`config.mk`:
```
export PLATFORM = sky130hd
export DESIGN_NAME = tear_scan_scroll_cmds
export DESIGN_NICKNAME = d
export VERILOG_FILES = /design/src/rtl/tear_scan_pkg.sv /design/src/rtl/tear_signal_gen.sv /design/src/rtl/tear_scan_scroll_cmds.sv
export VERILOG_INCLUDE_DIRS = /design/src /design/src/rtl
export SDC_FILE = /design/constraint.sdc
export NUM_CORES = 1
export LEC_CHECK = 0
export ABC_AREA = 1
export BUFFER_PORTS_ARGS = -buffer_cell sky130_fd_sc_hd__buf_2
export CAP_MARGIN = 20
export CORE_ASPECT_RATIO = 2
export CORE_MARGIN = 2
export CORE_UTILIZATION = 45
export CTS_CLUSTER_SIZE = 14
export DETAILED_ROUTE_END_ITERATION = 8
export GPL_ROUTABILITY_DRIVEN = 0
export PLACE_DENSITY = 0.66
export RECOVER_POWER = 50
export SYNTH_ARGS = -nofsm -noshare
export SYNTH_HDL_FRONTEND = slang
export SYNTH_SLANG_ARGS = --single-unit
```
`constraint.sdc`:
```
create_clock -name mclk_i -period 1.63 [get_ports mclk_i]
set_input_delay 0.163 -clock mclk_i [delete_from_list [all_inputs] [get_ports mclk_i]]
set_output_delay 0.163 -clock mclk_i [all_outputs]
set_load 0.005 [all_outputs]
```
`src/rtl/tear_scan_map.svh`:
```
// command codes, field positions, reset values for the tear/scan/scroll command block
// assumes a byte-wide command stream already split into command and parameter bytes
`ifndef TEAR_SCAN_MAP_SVH
`define TEAR_SCAN_MAP_SVH

// command codes
`define CMD_TEAR_LINE_DISABLE 8'h34
`define CMD_TEAR_LINE_ENABLE 8'h35
`define CMD_MEMORY_SCAN_ORDER 8'h36
`define CMD_SCROLL_START 8'h37

// memory scan order byte field positions
`define SCAN_BIT_ROW_ORDER 7
`define SCAN_BIT_COL_ORDER 6
`define SCAN_BIT_EXCHANGE 5
`define SCAN_BIT_VERT_ORDER 4
`define SCAN_BIT_BGR 3
`define SCAN_FIELD_HI 7
`define SCAN_FIELD_LO 3

// tear enable parameter: mode bit position
`define TEAR_MODE_BIT 0

// reset values
`define SCAN_ORDER_RESET 5'h00
`define SCROLL_START_RESET 16'h0000
`define TEAR_MODE_RESET 1'b0
`define TEAR_ENABLE_RESET 1'b0

`endif

```
`src/rtl/tear_scan_pkg.sv`:
```
// types shared by the tear/scan/scroll command block
// assumes nothing beyond a SystemVerilog compiler
`default_nettype none

package tear_scan_pkg;

   // one byte from the host interface decoder
   typedef struct packed {
      logic stb;         // one-cycle write strobe
      logic dcx;         // 0 command byte, 1 parameter byte
      logic [7:0] data;  // byte value
   } host_wr_t;

   // memory scan order settings, bit 7 down to bit 3 of the byte
   typedef struct packed {
      logic row_addr_order;
      logic col_addr_order;
      logic row_col_exchange;
      logic vertical_refresh_order;
      logic bgr_order;
   } scan_order_t;

   // command decoder states
   typedef enum logic [2:0] {
      ST_IDLE = 3'b000,
      ST_TEAR_PARAM = 3'b001,
      ST_SCAN_PARAM = 3'b010,
      ST_SCROLL_HI = 3'b011,
      ST_SCROLL_LO = 3'b100
   } cmd_state_t;

endpackage

`default_nettype wire

```
`src/rtl/tear_signal_gen.sv`:
```
// tear signal pin generator: turns panel blanking into the host-facing sync pin
// assumes blanking inputs come from the timing generator on the same clock
`default_nettype none

module tear_signal_gen (
   input wire logic mclk_i,            // system clock
   input wire logic resetn_i,          // async reset, active low
   input wire logic enable_i,          // tear output enabled
   input wire logic mode_i,            // 0 vertical only, 1 vertical and horizontal
   input wire logic sleep_i,           // sleep-in state
   input wire logic vblank_i,          // vertical blanking level
   input wire logic hblank_i,          // horizontal blanking level
   output logic tear_signal_pin_o      // sync pin, inactive low
);

   logic pin_nxt; // next pin level

   // pin logic ignores the vertical refresh order on purpose, so the
   // host sees identical pulses whichever way the panel scans
   always_comb begin
      pin_nxt = 1'b0;
      if (enable_i && !sleep_i) begin
         pin_nxt = vblank_i || (mode_i && hblank_i);
      end
   end

   // registered so the pin never glitches on blanking edges
   always_ff @(posedge mclk_i or negedge resetn_i) begin
      if (!resetn_i) begin
         tear_signal_pin_o <= 1'b0;
      end else begin
         tear_signal_pin_o <= pin_nxt;
      end
   end

endmodule // tear_signal_gen

`default_nettype wire

```
`src/rtl/tear_scan_scroll_cmds.sv`:
```
// command interpreter for tear line control, memory scan order and scroll start
// assumes an upstream decoder delivering one byte per strobe on mclk_i,
// and a panel timing generator on the same clock giving blanking and frame start
//
// Function
// - disable command drives tear pin low
// - repeated disable changes nothing
// - enable command; pulses ignore vertical order
// - mode zero: vertical blanking only
// - mode one: vertical and horizontal blanking
// - sleep-in with enable holds pin low
// - any reset: tear off, mode zero
// - repeated enable has no effect
// - tear commands accepted in every state
// - scan order byte, bits 7..3, reset zero
// - row, column, exchange bits steer addressing
// - vertical order bit sets refresh direction
// - colour bit: zero RGB, one BGR
// - scan byte write touches nothing else
// - scroll pointer: two bytes, high first
// - host pairs pointer with scroll area definition
// - scroll pointer command starts vertical scrolling
// - new pointer visible from next scan
// - fixed area from top or bottom
`include "tear_scan_map.svh"
`default_nettype none

module tear_scan_scroll_cmds #(
   parameter int PANEL_LINES = 162          // display lines of the selected panel size
) (
   input wire logic mclk_i,                               // system clock, 100 MHz
   input wire logic resetn_i,                             // hardware reset, async, active low
   input wire tear_scan_pkg::host_wr_t host_wr_i,         // host command/parameter bytes
   input wire logic soft_reset_i,                         // software reset pulse
   input wire logic sleep_in_i,                           // sleep-in state level
   input wire logic vblank_i,                             // vertical blanking level
   input wire logic hblank_i,                             // horizontal blanking level
   input wire logic frame_start_i,                        // pulse at start of a panel scan
   input wire logic [15:0] top_fixed_lines_i,             // top fixed area height
   output logic tear_signal_pin_o,                        // tear sync pin, inactive low
   output logic tear_enable_o,                            // tear output enabled flag
   output logic tear_output_mode_o,                       // tear output mode flag
   output tear_scan_pkg::scan_order_t scan_order_o,       // scan order settings
   output logic scroll_mode_o,                            // vertical scrolling active
   output logic [15:0] scroll_start_line_o,               // pointer in use by panel scan
   output logic [15:0] scroll_region_first_o              // first display line after fixed area
);

   import tear_scan_pkg::*;

   cmd_state_t state_r;            // decoder state
   cmd_state_t state_nxt;          // next decoder state
   logic tear_en_r;                // tear output enabled
   logic tear_mode_r;              // tear output mode
   scan_order_t scan_r;            // scan order byte, bits 7..3
   logic [7:0] scroll_hi_r;        // high pointer byte held until low byte arrives
   logic [15:0] scroll_pend_r;     // pointer written but not yet shown
   logic scroll_pend_vld_r;        // a pointer waits for next scan
   logic [15:0] scroll_act_r;      // pointer in use
   logic scroll_mode_r;            // vertical scrolling on
   logic [15:0] region_first_r;    // first line after fixed area, by refresh direction

   logic is_cmd;                   // command byte this cycle
   logic is_par;                   // parameter byte this cycle
   logic tear_par;                 // tear enable parameter taken
   logic scan_par;                 // scan order parameter taken
   logic scroll_lo_par;            // low pointer byte taken

   assign is_cmd = host_wr_i.stb && !host_wr_i.dcx;
   assign is_par = host_wr_i.stb && host_wr_i.dcx;
   assign tear_par = is_par && (state_r == ST_TEAR_PARAM);
   assign scan_par = is_par && (state_r == ST_SCAN_PARAM);
   assign scroll_lo_par = is_par && (state_r == ST_SCROLL_LO);

   // decoder: a command byte always restarts, so a truncated parameter
   // sequence never leaves the block waiting for bytes of an old command
   always_comb begin
      state_nxt = state_r;
      if (is_cmd) begin
         case (host_wr_i.data)
            `CMD_TEAR_LINE_ENABLE: begin
               state_nxt = ST_TEAR_PARAM;
            end
            `CMD_MEMORY_SCAN_ORDER: begin
               state_nxt = ST_SCAN_PARAM;
            end
            `CMD_SCROLL_START: begin
               state_nxt = ST_SCROLL_HI;
            end
            default: begin
               state_nxt = ST_IDLE; // disable and the commands of other blocks take no parameter here
            end
         endcase
      end else if (is_par) begin
         case (state_r)
            ST_SCROLL_HI: begin
               state_nxt = ST_SCROLL_LO; // high byte first
            end
            ST_TEAR_PARAM, ST_SCAN_PARAM, ST_SCROLL_LO: begin
               state_nxt = ST_IDLE;
            end
            default: begin
               state_nxt = ST_IDLE; // stray parameter ignored
            end
         endcase
      end
   end

   // decoder state register; software reset aborts any sequence
   always_ff @(posedge mclk_i or negedge resetn_i) begin
      if (!resetn_i) begin
         state_r <= ST_IDLE;
      end else if (soft_reset_i) begin
         state_r <= ST_IDLE;
      end else begin
         state_r <= state_nxt;
      end
   end

   // tear enable flag: no operating state gates these commands
   always_ff @(posedge mclk_i or negedge resetn_i) begin
      if (!resetn_i) begin
         tear_en_r <= `TEAR_ENABLE_RESET;
      end else if (soft_reset_i) begin
         tear_en_r <= `TEAR_ENABLE_RESET;
      end else if (is_cmd && host_wr_i.data == `CMD_TEAR_LINE_DISABLE) begin
         tear_en_r <= 1'b0;
      end else if (tear_par) begin
         tear_en_r <= 1'b1;
      end
   end

   // tear mode: a repeated enable while already on leaves the mode alone
   always_ff @(posedge mclk_i or negedge resetn_i) begin
      if (!resetn_i) begin
         tear_mode_r <= `TEAR_MODE_RESET;
      end else if (soft_reset_i) begin
         tear_mode_r <= `TEAR_MODE_RESET;
      end else if (tear_par && !tear_en_r) begin
         tear_mode_r <= host_wr_i.data[`TEAR_MODE_BIT];
      end
   end

   // scan order byte: only this register changes on its write
   always_ff @(posedge mclk_i or negedge resetn_i) begin
      if (!resetn_i) begin
         scan_r <= `SCAN_ORDER_RESET;
      end else if (soft_reset_i) begin
         scan_r <= `SCAN_ORDER_RESET;
      end else if (scan_par) begin
         scan_r <= host_wr_i.data[`SCAN_FIELD_HI:`SCAN_FIELD_LO];
      end
   end

   // high pointer byte staging
   always_ff @(posedge mclk_i or negedge resetn_i) begin
      if (!resetn_i) begin
         scroll_hi_r <= 8'h00;
      end else if (is_par && state_r == ST_SCROLL_HI) begin
         scroll_hi_r <= host_wr_i.data;
      end
   end

   // pending pointer: held back until the panel starts its next scan, so a
   // half-drawn frame never mixes old and new scroll positions
   always_ff @(posedge mclk_i or negedge resetn_i) begin
      if (!resetn_i) begin
         scroll_pend_r <= `SCROLL_START_RESET;
         scroll_pend_vld_r <= 1'b0;
      end else if (soft_reset_i) begin
         scroll_pend_r <= `SCROLL_START_RESET;
         scroll_pend_vld_r <= 1'b0;
      end else if (scroll_lo_par) begin
         scroll_pend_r <= {scroll_hi_r, host_wr_i.data};
         scroll_pend_vld_r <= 1'b1; // a new write wins over a same-cycle frame start
      end else if (frame_start_i) begin
         scroll_pend_vld_r <= 1'b0;
      end
   end

   // active pointer changes only at a frame start or a hardware or software reset
   always_ff @(posedge mclk_i or negedge resetn_i) begin
      if (!resetn_i) begin
         scroll_act_r <= `SCROLL_START_RESET;
      end else if (soft_reset_i) begin
         scroll_act_r <= `SCROLL_START_RESET;
      end else if (frame_start_i && scroll_pend_vld_r) begin
         scroll_act_r <= scroll_pend_r;
      end
   end

   // scrolling mode: set by the pointer command itself; leaving it is
   // the business of the display mode commands, which reset here only
   always_ff @(posedge mclk_i or negedge resetn_i) begin
      if (!resetn_i) begin
         scroll_mode_r <= 1'b0;
      end else if (soft_reset_i) begin
         scroll_mode_r <= 1'b0;
      end else if (is_cmd && host_wr_i.data == `CMD_SCROLL_START) begin
         scroll_mode_r <= 1'b1;
      end
   end

   // fixed area reference: counted from the top for order zero, from the
   // bottom for order one; exchange bit is trusted to be zero by the host
   always_ff @(posedge mclk_i or negedge resetn_i) begin
      if (!resetn_i) begin
         region_first_r <= 16'h0000;
      end else if (scan_r.vertical_refresh_order) begin
         region_first_r <= 16'(PANEL_LINES) - 16'h0001 - top_fixed_lines_i;
      end else begin
         region_first_r <= top_fixed_lines_i;
      end
   end

   // pin generator, no dependence on the refresh order
   tear_signal_gen u_tear_gen (
      .mclk_i(mclk_i),
      .resetn_i(resetn_i),
      .enable_i(tear_en_r),
      .mode_i(tear_mode_r),
      .sleep_i(sleep_in_i),
      .vblank_i(vblank_i),
      .hblank_i(hblank_i),
      .tear_signal_pin_o(tear_signal_pin_o)
   );

   // outputs; scan fields feed address stepping, refresh direction and colour order
   assign tear_enable_o = tear_en_r;
   assign tear_output_mode_o = tear_mode_r;
   assign scan_order_o = scan_r;
   assign scroll_mode_o = scroll_mode_r;
   assign scroll_start_line_o = scroll_act_r;
   assign scroll_region_first_o = region_first_r;
endmodule // tear_scan_scroll_cmds

`default_nettype wire

```
**After elaboration in Yosys (flattened, before gate mapping)**

Index checks and enable logic that the tools add are counted.
W data, S select, Z words.

- Flip-flop bits (word level): 69
- Input bits: 33
- Output and inout bits: 41
- Logic and storage cells: 71

- Add/sub/neg operators: 1
- Equal/unequal tests: 8
- Mux-type cells: 23
- Reductions and logical operators: 24

Operators with widths:

| operator | count |
|---|---|
| $mux W16 | 5 |
| $eq A8 B6 Y1 const B | 4 |
| $sub A8 B16 Y16 const A | 1 |
| $logic_and A1 B1 Y1 | 12 |
| $mux W3 | 4 |
| $mux W1 | 11 |
| $mux W5 | 2 |
| $reduce_bool A2 Y1 | 5 |
| $reduce_bool A3 Y1 | 3 |
| $eq A3 B2 Y1 const B | 2 |
| $pmux W2 S3 | 1 |
| $eq A3 B1 Y1 const B | 1 |
| $eq A3 B3 Y1 const B | 1 |
| $logic_not A1 Y1 | 3 |
| $logic_or A1 B1 Y1 | 1 |

**Longest topological paths before layout**

Gate-level depths: netlist of the first run.

- Depth in word-level cells: 5
- Gate-level depth with buffers: 9

**Modules after synthesis**

From an unflattened synthesis of the first run, not the netlist that was laid out.

- Cells, all modules: 342
- Area, all modules: 3071.7 um2

Modules (own cells, without submodules):

| module | instances | cells an instance | area each (um2) | seq. area each (um2) |
|---|---|---|---|---|
| tear_scan_scroll_cmds | 1 | 336 | 3022.9 | 1701.6 |
| tear_signal_gen | 1 | 6 | 48.8 | 25.0 |

**Worst setup path before layout of the first run**

Ideal clock, no wire load.

- Kind: register to register
- From: register state_r[0]
- To: register scroll_hi_r[2]
- Library setup time: 0.125 ns
- Data arrival time: 1.003 ns
- Data required time: 1.505 ns
- Path slack: 0.502 ns
- Cell stages (with the launch flop): 5
- Path buffers: 0
- Cell sequence: dfrtp_1 -> inv_1 -> nor2_1 -> nand2_2 -> mux2_2

- Cells in the longest elaborated chain, start to end: 2

RTL lines:

| item | RTL line | text |
|---|---|---|
| start, declared | tear_scan_scroll_cmds.sv:51 | `cmd_state_t state_r;` |
| start signal, assigned | tear_scan_scroll_cmds.sv:116 | `state_r <= state_nxt;` |
| $eq A3 B2 Y1 | tear_scan_scroll_cmds.sv:159 | `end else if (is_par && state_r == ST_SCROLL_HI) begin` |
| $logic_and A1 B1 Y1 | tear_scan_scroll_cmds.sv:159 |  |
| end signal, assigned | tear_scan_scroll_cmds.sv:160 | `scroll_hi_r <= host_wr_i.data;` |
| end, declared | tear_scan_scroll_cmds.sv:56 | `logic [7:0] scroll_hi_r;` |

Every way passes these cells.
A chain may end at the register's enable or synchronous reset.

**Worst setup path in the final report of the first run**

- From: register scan_r (netlist bit scan_order_o[1])
- To: output port scan_order_o[1] (netlist bit)

RTL lines:

| item | RTL line | text |
|---|---|---|
| start, declared | tear_scan_scroll_cmds.sv:55 | `scan_order_t scan_r;` |
| start signal, assigned | tear_scan_scroll_cmds.sv:147 | `` scan_r <= `SCAN_ORDER_RESET; `` |
| start signal, assigned | tear_scan_scroll_cmds.sv:149 | `` scan_r <= `SCAN_ORDER_RESET; `` |
| start signal, assigned | tear_scan_scroll_cmds.sv:151 | `` scan_r <= host_wr_i.data[`SCAN_FIELD_HI:`SCAN_FIELD_LO]; `` |
| end, declared | tear_scan_scroll_cmds.sv:43 | `output tear_scan_pkg::scan_order_t scan_order_o,` |

No word-level cell between the ends.

==> summary.txt, run 1 <==
Run status
  – Status: completed

STA
  – Final worst path period need: between 1.5 and 2 ns
  – Rel. slew slack: 0.3933
  – Slew @ Worst Pin: slightly above 0.9 ns
  – Slack of the critical path: ~0.13 ns
  – Max Slew Vio Count: 0
  – Final clock skew: 0.003996 ns
  – Tcrit/Tclk final: 0.9209
  – Final setup vio count: 0
  – RSZ-0062 raised after global routing: false
  – Fmax: roughly 0.67 GHz
  – Final Hold Viols: 0
  – Sum Neg Setup Slack: 0 ns

Clock network
  – Worst-Skew Late Latency: ~0.32 ns
  – Post-CTS resize count: 0
  – Clock Pin Slew Worst Setup and Hold Paths: ~0.050 ns
  – H-Tree Depth: 3
  – Num CTS Buffers: 9
  – TritonCTS clock tree: yes
  – Clock Tree Root: clkbuf_16
  – # clock sinks: around 70
  – CTS Buffer Depth: 2

Placement
  – DP Wirelength: roughly 5.2 mm
  – Port buffer count: 73
  – Pre-CTS WS: around 0.33 ns
  – Placed Area: about 3500 um2

GRT
  – First-pass GRT wire length: around 12 mm
  – M2 GR Usage: 0.3743
  – Gr ovfl total: 0
  – Initial antenna violation count: 0
  – GRT Overall Usage: 0.2065
  – Most used routing layer: met2
  – Grt met3 use: 0.05209
  – Pin count of the biggest net entering global routing: 70
  – Vias in the first global route: 2682
  – Met1 Track Usage GR: 0.2108

Power and ir drop
  – Peak VDD IR: 0.0005659 V
  – Static leakage: between 0.0015 and 0.002 uW
  – Total net switching power: 874.6 uW
  – Sequential Power Share: 0.433
  – Clock power share: 0.486
  – Comb power frac: 0.081
  – Internal power: 3245 uW
  – Sw Ratio: 0.2123
  – Total design power: ~4000 uW
  – Power density over cell area: 1077 nW/um2

Floorplanning
  – Boundary Pins: 74
  – Die height: roughly 120 um
  – Core footprint: roughly 6600 um2
  – DIE WIDTH: roughly 62 um
  – # rows: between 40 and 50
  – Initial Util: 0.4620
  – Die area: around 7500 um2

Min path
  – Hold path endpoint: scroll_region_first_o[0]
  – Hold Startpoint: top_fixed_lines_i[0]
  – Hold path cells: 2
  – Hold Crit Class: input pin to flop

Detailed routing
  – DRT antenna net count: 0
  – Number of vias per cell: slightly below 5
  – Post-route DRC: 0
  – Iter 0 DRT Violations: 109
  – Drt wl/cell: between 10 and 15 um
  – Final wirelength: between 6 and 7 mm
  – Via Count: 2571
  – Total iterations of the first detailed-routing run: 4

Layout
  – Share of layout cells above drive strength 1: 0.2263
  – Antenna diode count: 0
  – Post-layout instance area: between 3000 and 4000 um2
  – Multi-input logic area: about 1100 um2
  – FILL cells: around 650
  – Area grow syn2layout: 25.03%
  – Final core occ: 0.5777
  – Most frequent cells in the layout: 74 x nand2_1, 70 x buf_2, 69 x dfrtp_1
  – Final net count: around 470
  – Leading cell type in the layout, fill and taps excluded: nand2_1
  – Register area: around 1700 um2

Critical path
  – CP endpoint kind: output port
  – Max Fanout on Critical Path: 12
  – Required @ worst endpoint: 1.47 ns
  – Cell family with the largest share of critical-path delay: buffers and inverters
  – Slowest CP cell: clkbuf_1
  – FF-to-FF setup slack: approximately 0.30 ns
  – R2r endpoint: scroll_pend_r[0]
  – CP peak stage delay: about 0.45 ns
  – CP bufs+invs: 2
  – R2R depth: 4
  – RR Startpoint: state_r[1]
  – Critical Path AT: 1.34 ns
  – Critical path startpoint category: flop
  – Crit Path Class: flop to output port
  – Cells along the critical path: clkbuf_1 -> buf_2

Synth
  – Post-synthesis cell type count: 27
  – Synth Register Bits: 69
  – Post-synth EDFFs: 0
  – Mapped Area: between 3000 and 4000 um2
  – Top FF cell, synth: dfrtp_1
  – Post-synth ARST share: 1.000
  – Sequential area share after synthesis: 0.5644
  – Syn Inst Count: 350
  – Area contributors post-synth: dfrtp_1 56%, nand2_1 9.1%, nand3_1 6.2%
  – Yosys top cell by area: dfrtp_1
  – Syn nets: ~380
  – Avg Inst Size Synth: ~8.7 um2
  – Yosys synthesis warning count: 0
  – Share of Yosys cell area claimed by the top area cell type: 0.5644

Job
  – Maxcap violations: 0
cells in the mapped netlist, types with 3 or more instances:
master    count
o21ai_0      34
o31ai_1       6
nand3_1      38
nand2_2       4
buf_2         4
nor3_1        3
nand4_1       4
xnor2_1       3
a21oi_1       5
nor2_1       29
inv_1        47
nand2_1      74
dfrtp_1      69
xor2_1        5
clkbuf_1      4
o21ai_1       5
through the flow:
stage          instances  hold slack [ns]
6_report             521          0.02292
5_1_grt              521         0.006349
4_1_cts              521         0.007826
3_5_place_dp         505           0.2117
3_3_place_gp         505           0.2137
2_1_floorplan        350          -0.1326
sequential cells by signal, indices dropped and copies added, names as in the netlist, 3 cells and up:
| register | flops |
|---|---|
| scroll_pend_r | 16 |
| scroll_region_first_o | 16 |
| state_r | 3 |
| scroll_start_line_o | 16 |
| scan_order_o | 5 |
| scroll_hi_r | 8 |
cell families (layout without fill, tap and decap cells):
family / Yosys count / in the layout / share of synthesized area
simple gates: 159 / 159 / 0.2311
flops: 69 / 69 / 0.5644
buf+inv: 60 / 143 / 0.08139
compound gates: 52 / 52 / 0.09243
xor+xnor: 8 / 8 / 0.02290
fa+ha+maj: 1 / 1 / 0.004089
mux: 1 / 1 / 0.003681
layout make-up:
type | count | area share
inverters | 49 | 0.04809
multi-input cells | 221 | 0.2813
repair buffers | 81 | 0.1112
flip-flops and latches | 69 | 0.4514
clock inverters | 2 | 0.01570
clock buffers | 11 | 0.06346
well taps | 88 | 0.02879
power groups by stage:
stage	Sequential [uW]	Combinational, uW	Clock (uW)
2_1_floorplan	1820	142	0
3_3_place_gp	1810	336	0
3_5_place_dp	1810	343	0
4_1_cts	1790	349	2040
5_1_grt	1790	379	2130
6_report	1780	333	2000
metal layers:
| metal | vias to the layer above | routed length, um |
|---|---|---|
| met3 | 12 | 268 |
| met2 | 70 | 3908 |
| met1 | 1215 | 2655 |
| li1 | 1274 | - |
| met5 | - | 0 |
| met4 | 0 | 159 |
repair_timing:
action | in CTS | in global routing
setup endpoints to repair | 0 | 0
setup buffers | 0 | 0
endpoints found under the hold margin | 71 | 0
hold buffers | 3 | 0
how the worst max path moves through the flow:
stage / startpoint / to / slack [ns] / cells after the start
3_3_place_gp: state_r[0] / scroll_hi_r[2] / 0.37 / 4
2_1_floorplan: state_r[0] / scroll_hi_r[2] / 0.50 / 4
3_5_place_dp: state_r[0] / scroll_hi_r[2] / 0.33 / 4
6_report: scan_order_o[1] / scan_order_o[1] / 0.13 / 2
5_1_grt: scan_order_o[1] / scan_order_o[1] / 0.04 / 2
4_1_cts: top_fixed_lines_i[1] / scroll_region_first_o[15] / 0.24 / 11
No activity file was read; power rests on OpenSTA's default activity.
==> run 2: changes to the inputs <==
- PLACE_DENSITY: 0.66 -> 0.69
==> run 2 against run 1 <==
Clock power is 6% lower. Via count increased by 0.74%. Hold slack worse by 0.010 ns. Routed wire length shrank 0.11%. Flip-flop and latch count stayed put. Sequential share of layout area did not move. Clock-buffer cell count rose by 1. Critical path depth is the same. Worst setup slack worse by 0.0044 ns. Non-clock buffer count down 1. Clock skew barely moved. Final area unchanged.
==> summary.txt, run 2 (synthesized netlist as in run 1, its figures left out) <==
GRT
  – Gr ovfl total: 0 (unchanged)
  – Vias in the first global route: 2639 (-1.6%)
  – GRT Overall Usage: 0.2074 (+0.0008388)
  – Pin count of the biggest net entering global routing: 43 (-39%)
  – First-pass GRT wire length: 12.05 mm (+0.87%)
  – Initial antenna violation count: 0 (unchanged)

STA
  – Tcrit/Tclk final: 0.9236 (+0.002671)
  – Sum Neg Setup Slack: 0 ns (unchanged)
  – Slew @ Worst Pin: 0.9926 ns (+0.08256 ns)
  – Rel. slew slack: 0.3382 (-0.05504)
  – Max Slew Vio Count: 0 (unchanged)
  – RSZ-0062 raised after global routing: false
  – Slack of the critical path: 0.1246 ns (-0.004353 ns)
  – Final worst path period need: 1.505 ns (+0.004353 ns)
  – Fmax: 0.6643 GHz (-0.29%)
  – Final Hold Viols: 0 (unchanged)
  – Final clock skew: 0.004121 ns (+0.0001256 ns)
  – Final setup vio count: 0 (unchanged)

Layout
  – Final net count: 464 (-0.22%)
  – Most frequent cells in the layout: 74 x nand2_1, 69 x dfrtp_1, 67 x buf_2
  – Final core occ: 0.5777 (unchanged)
  – Leading cell type in the layout, fill and taps excluded: nand2_1
  – Share of layout cells above drive strength 1: 0.2207 (-0.005638)
  – FILL cells: 656 (+1.4%)
  – Antenna diode count: 0 (unchanged)
  – Area grow syn2layout: 25.03% (unchanged)

Clock network
  – H-Tree Depth: 3 (unchanged)
  – # clock sinks: 69 (unchanged)
  – Clock Pin Slew Worst Setup and Hold Paths: 0.05 ns (about the same)
  – Clock Tree Root: clkbuf_16
  – CTS Buffer Depth: 2 (unchanged)
  – Post-CTS resize count: 0 (unchanged)
  – TritonCTS clock tree: yes
  – Num CTS Buffers: 9 (unchanged)
  – Worst-Skew Late Latency: 0.33 ns (about the same)
  – Post-CTS Setup Bufs: 0 (unchanged)

Detailed routing
  – Iter 0 DRT Violations: 126 (+16%)
  – DRT antenna net count: 0 (unchanged)
  – Number of vias per cell: 4.952 (+0.35%)
  – Drt wl/cell: 13.35 um (-0.50%)
  – Final wirelength: 6.983 mm (-0.11%)
  – Total iterations of the first detailed-routing run: 5 (+1)
  – Post-route DRC: 0 (unchanged)
  – Via Count: 2590 (+0.74%)

Critical path
  – Required @ worst endpoint: 1.47 ns (about the same)
  – Max Fanout on Critical Path: 12 (unchanged)
  – Critical Path AT: 1.34 ns (about the same)
  – CP endpoint kind: output port
  – Critical path startpoint category: flop
  – FF-to-FF setup slack: 0.26 ns (-0.04 ns)
  – Crit Path Class: flop to output port

Power and ir drop
  – Power density over cell area: 1049 nW/um2 (-2.6%)
  – Peak VDD IR: 0.0006107 V (+7.9%)
  – Static leakage: 0.001945 uW (-0.61%)

Placement
  – Port buffer count: 73 (unchanged)
  – DP Wirelength: 5.328 mm (+2.1%)
  – Pre-CTS WS: 0.3442 ns (+0.01837 ns)

Floorplanning
  – Die height: 120.6 um (unchanged)
  – DIE WIDTH: 62.30 um (unchanged)
  – Core footprint: 6621 um2 (unchanged)
  – Initial Util: 0.4620 (unchanged)
  – Boundary Pins: 74 (unchanged)
  – Die area: 7513 um2 (unchanged)
  – # rows: 42 (unchanged)

Job
  – Maxcap violations: 0 (unchanged)

Min path
  – Hold Crit Class: input pin to flop

Run status
  – Status: completed
## run 2: final cells by class
cell class                      instances  area [um2]  share of cell area
Sequential cell                        69        1727              0.4514
Multi-Input combinational cell        221        1084              0.2833
Inverter                               49       183.9             0.04809
Clock buffer                           12       246.5             0.06444
Tap cell                               88       110.1             0.02879
Clock inverter                          4       47.55             0.01243
Timing Repair Buffer                   80       426.7              0.1115
## run 2: per-stage QoR
stage / power, uW / std cells / hold WS [ns] / area, um2
2_1_floorplan: 1962 / 350 / -0.1326 / 3059
3_3_place_gp: 2148 / 504 / 0.1131 / 3512
3_5_place_dp: 2153 / 504 / 0.1139 / 3512
4_1_cts: 4055 / 523 / 0.007574 / 3836
5_1_grt: 4183 / 523 / 0.01891 / 3825
6_report: 4012 / 523 / 0.01253 / 3825
## run 2: timing repair
item	in CTS	in global routing
hold endpoints to repair	18	0
endpoints found under the setup margin	0	0
hold buffers	3	0
## run 2: path summary, 6_finish.rpt
check                                           from  depth (start not counted)                        to
worst min register to register        scroll_hi_r[3]                          2            scroll_hi_r[3]
min in group asynchronous                   resetn_i                          2    scroll_start_line_o[5]
worst max register to register            state_r[1]                          5           scan_order_o[1]
max in group asynchronous                   resetn_i                          3             tear_enable_o
worst min-delay path            top_fixed_lines_i[0]                          2  scroll_region_first_o[0]
worst max-delay path                 scan_order_o[1]                          2           scan_order_o[1]
## run 2: worst max-delay path, stage by stage, from the launching register on
cell      delay [ns]
dfrtp_1         0.34
clkbuf_1        0.46
buf_2           0.22
## run 2: power by group
group          internal [uW]  total [uW]  switching (uW)
Combinational            124         336             212
Sequential              1770        1780            17.9
Clock                   1220        1890             672
Total                   3110        4010             902
## run 2: routing by layer
layer | up-vias | part of all wire | track usage
met2 | 79 | 0.55 | 0.3750
met3 | 25 | 0.049 | 0.05674
met1 | 1207 | 0.35 | 0.2103
met4 | 0 | 0.047 | 0.1222
met5 | - | 0 | 0
li1 | 1279 | - | -
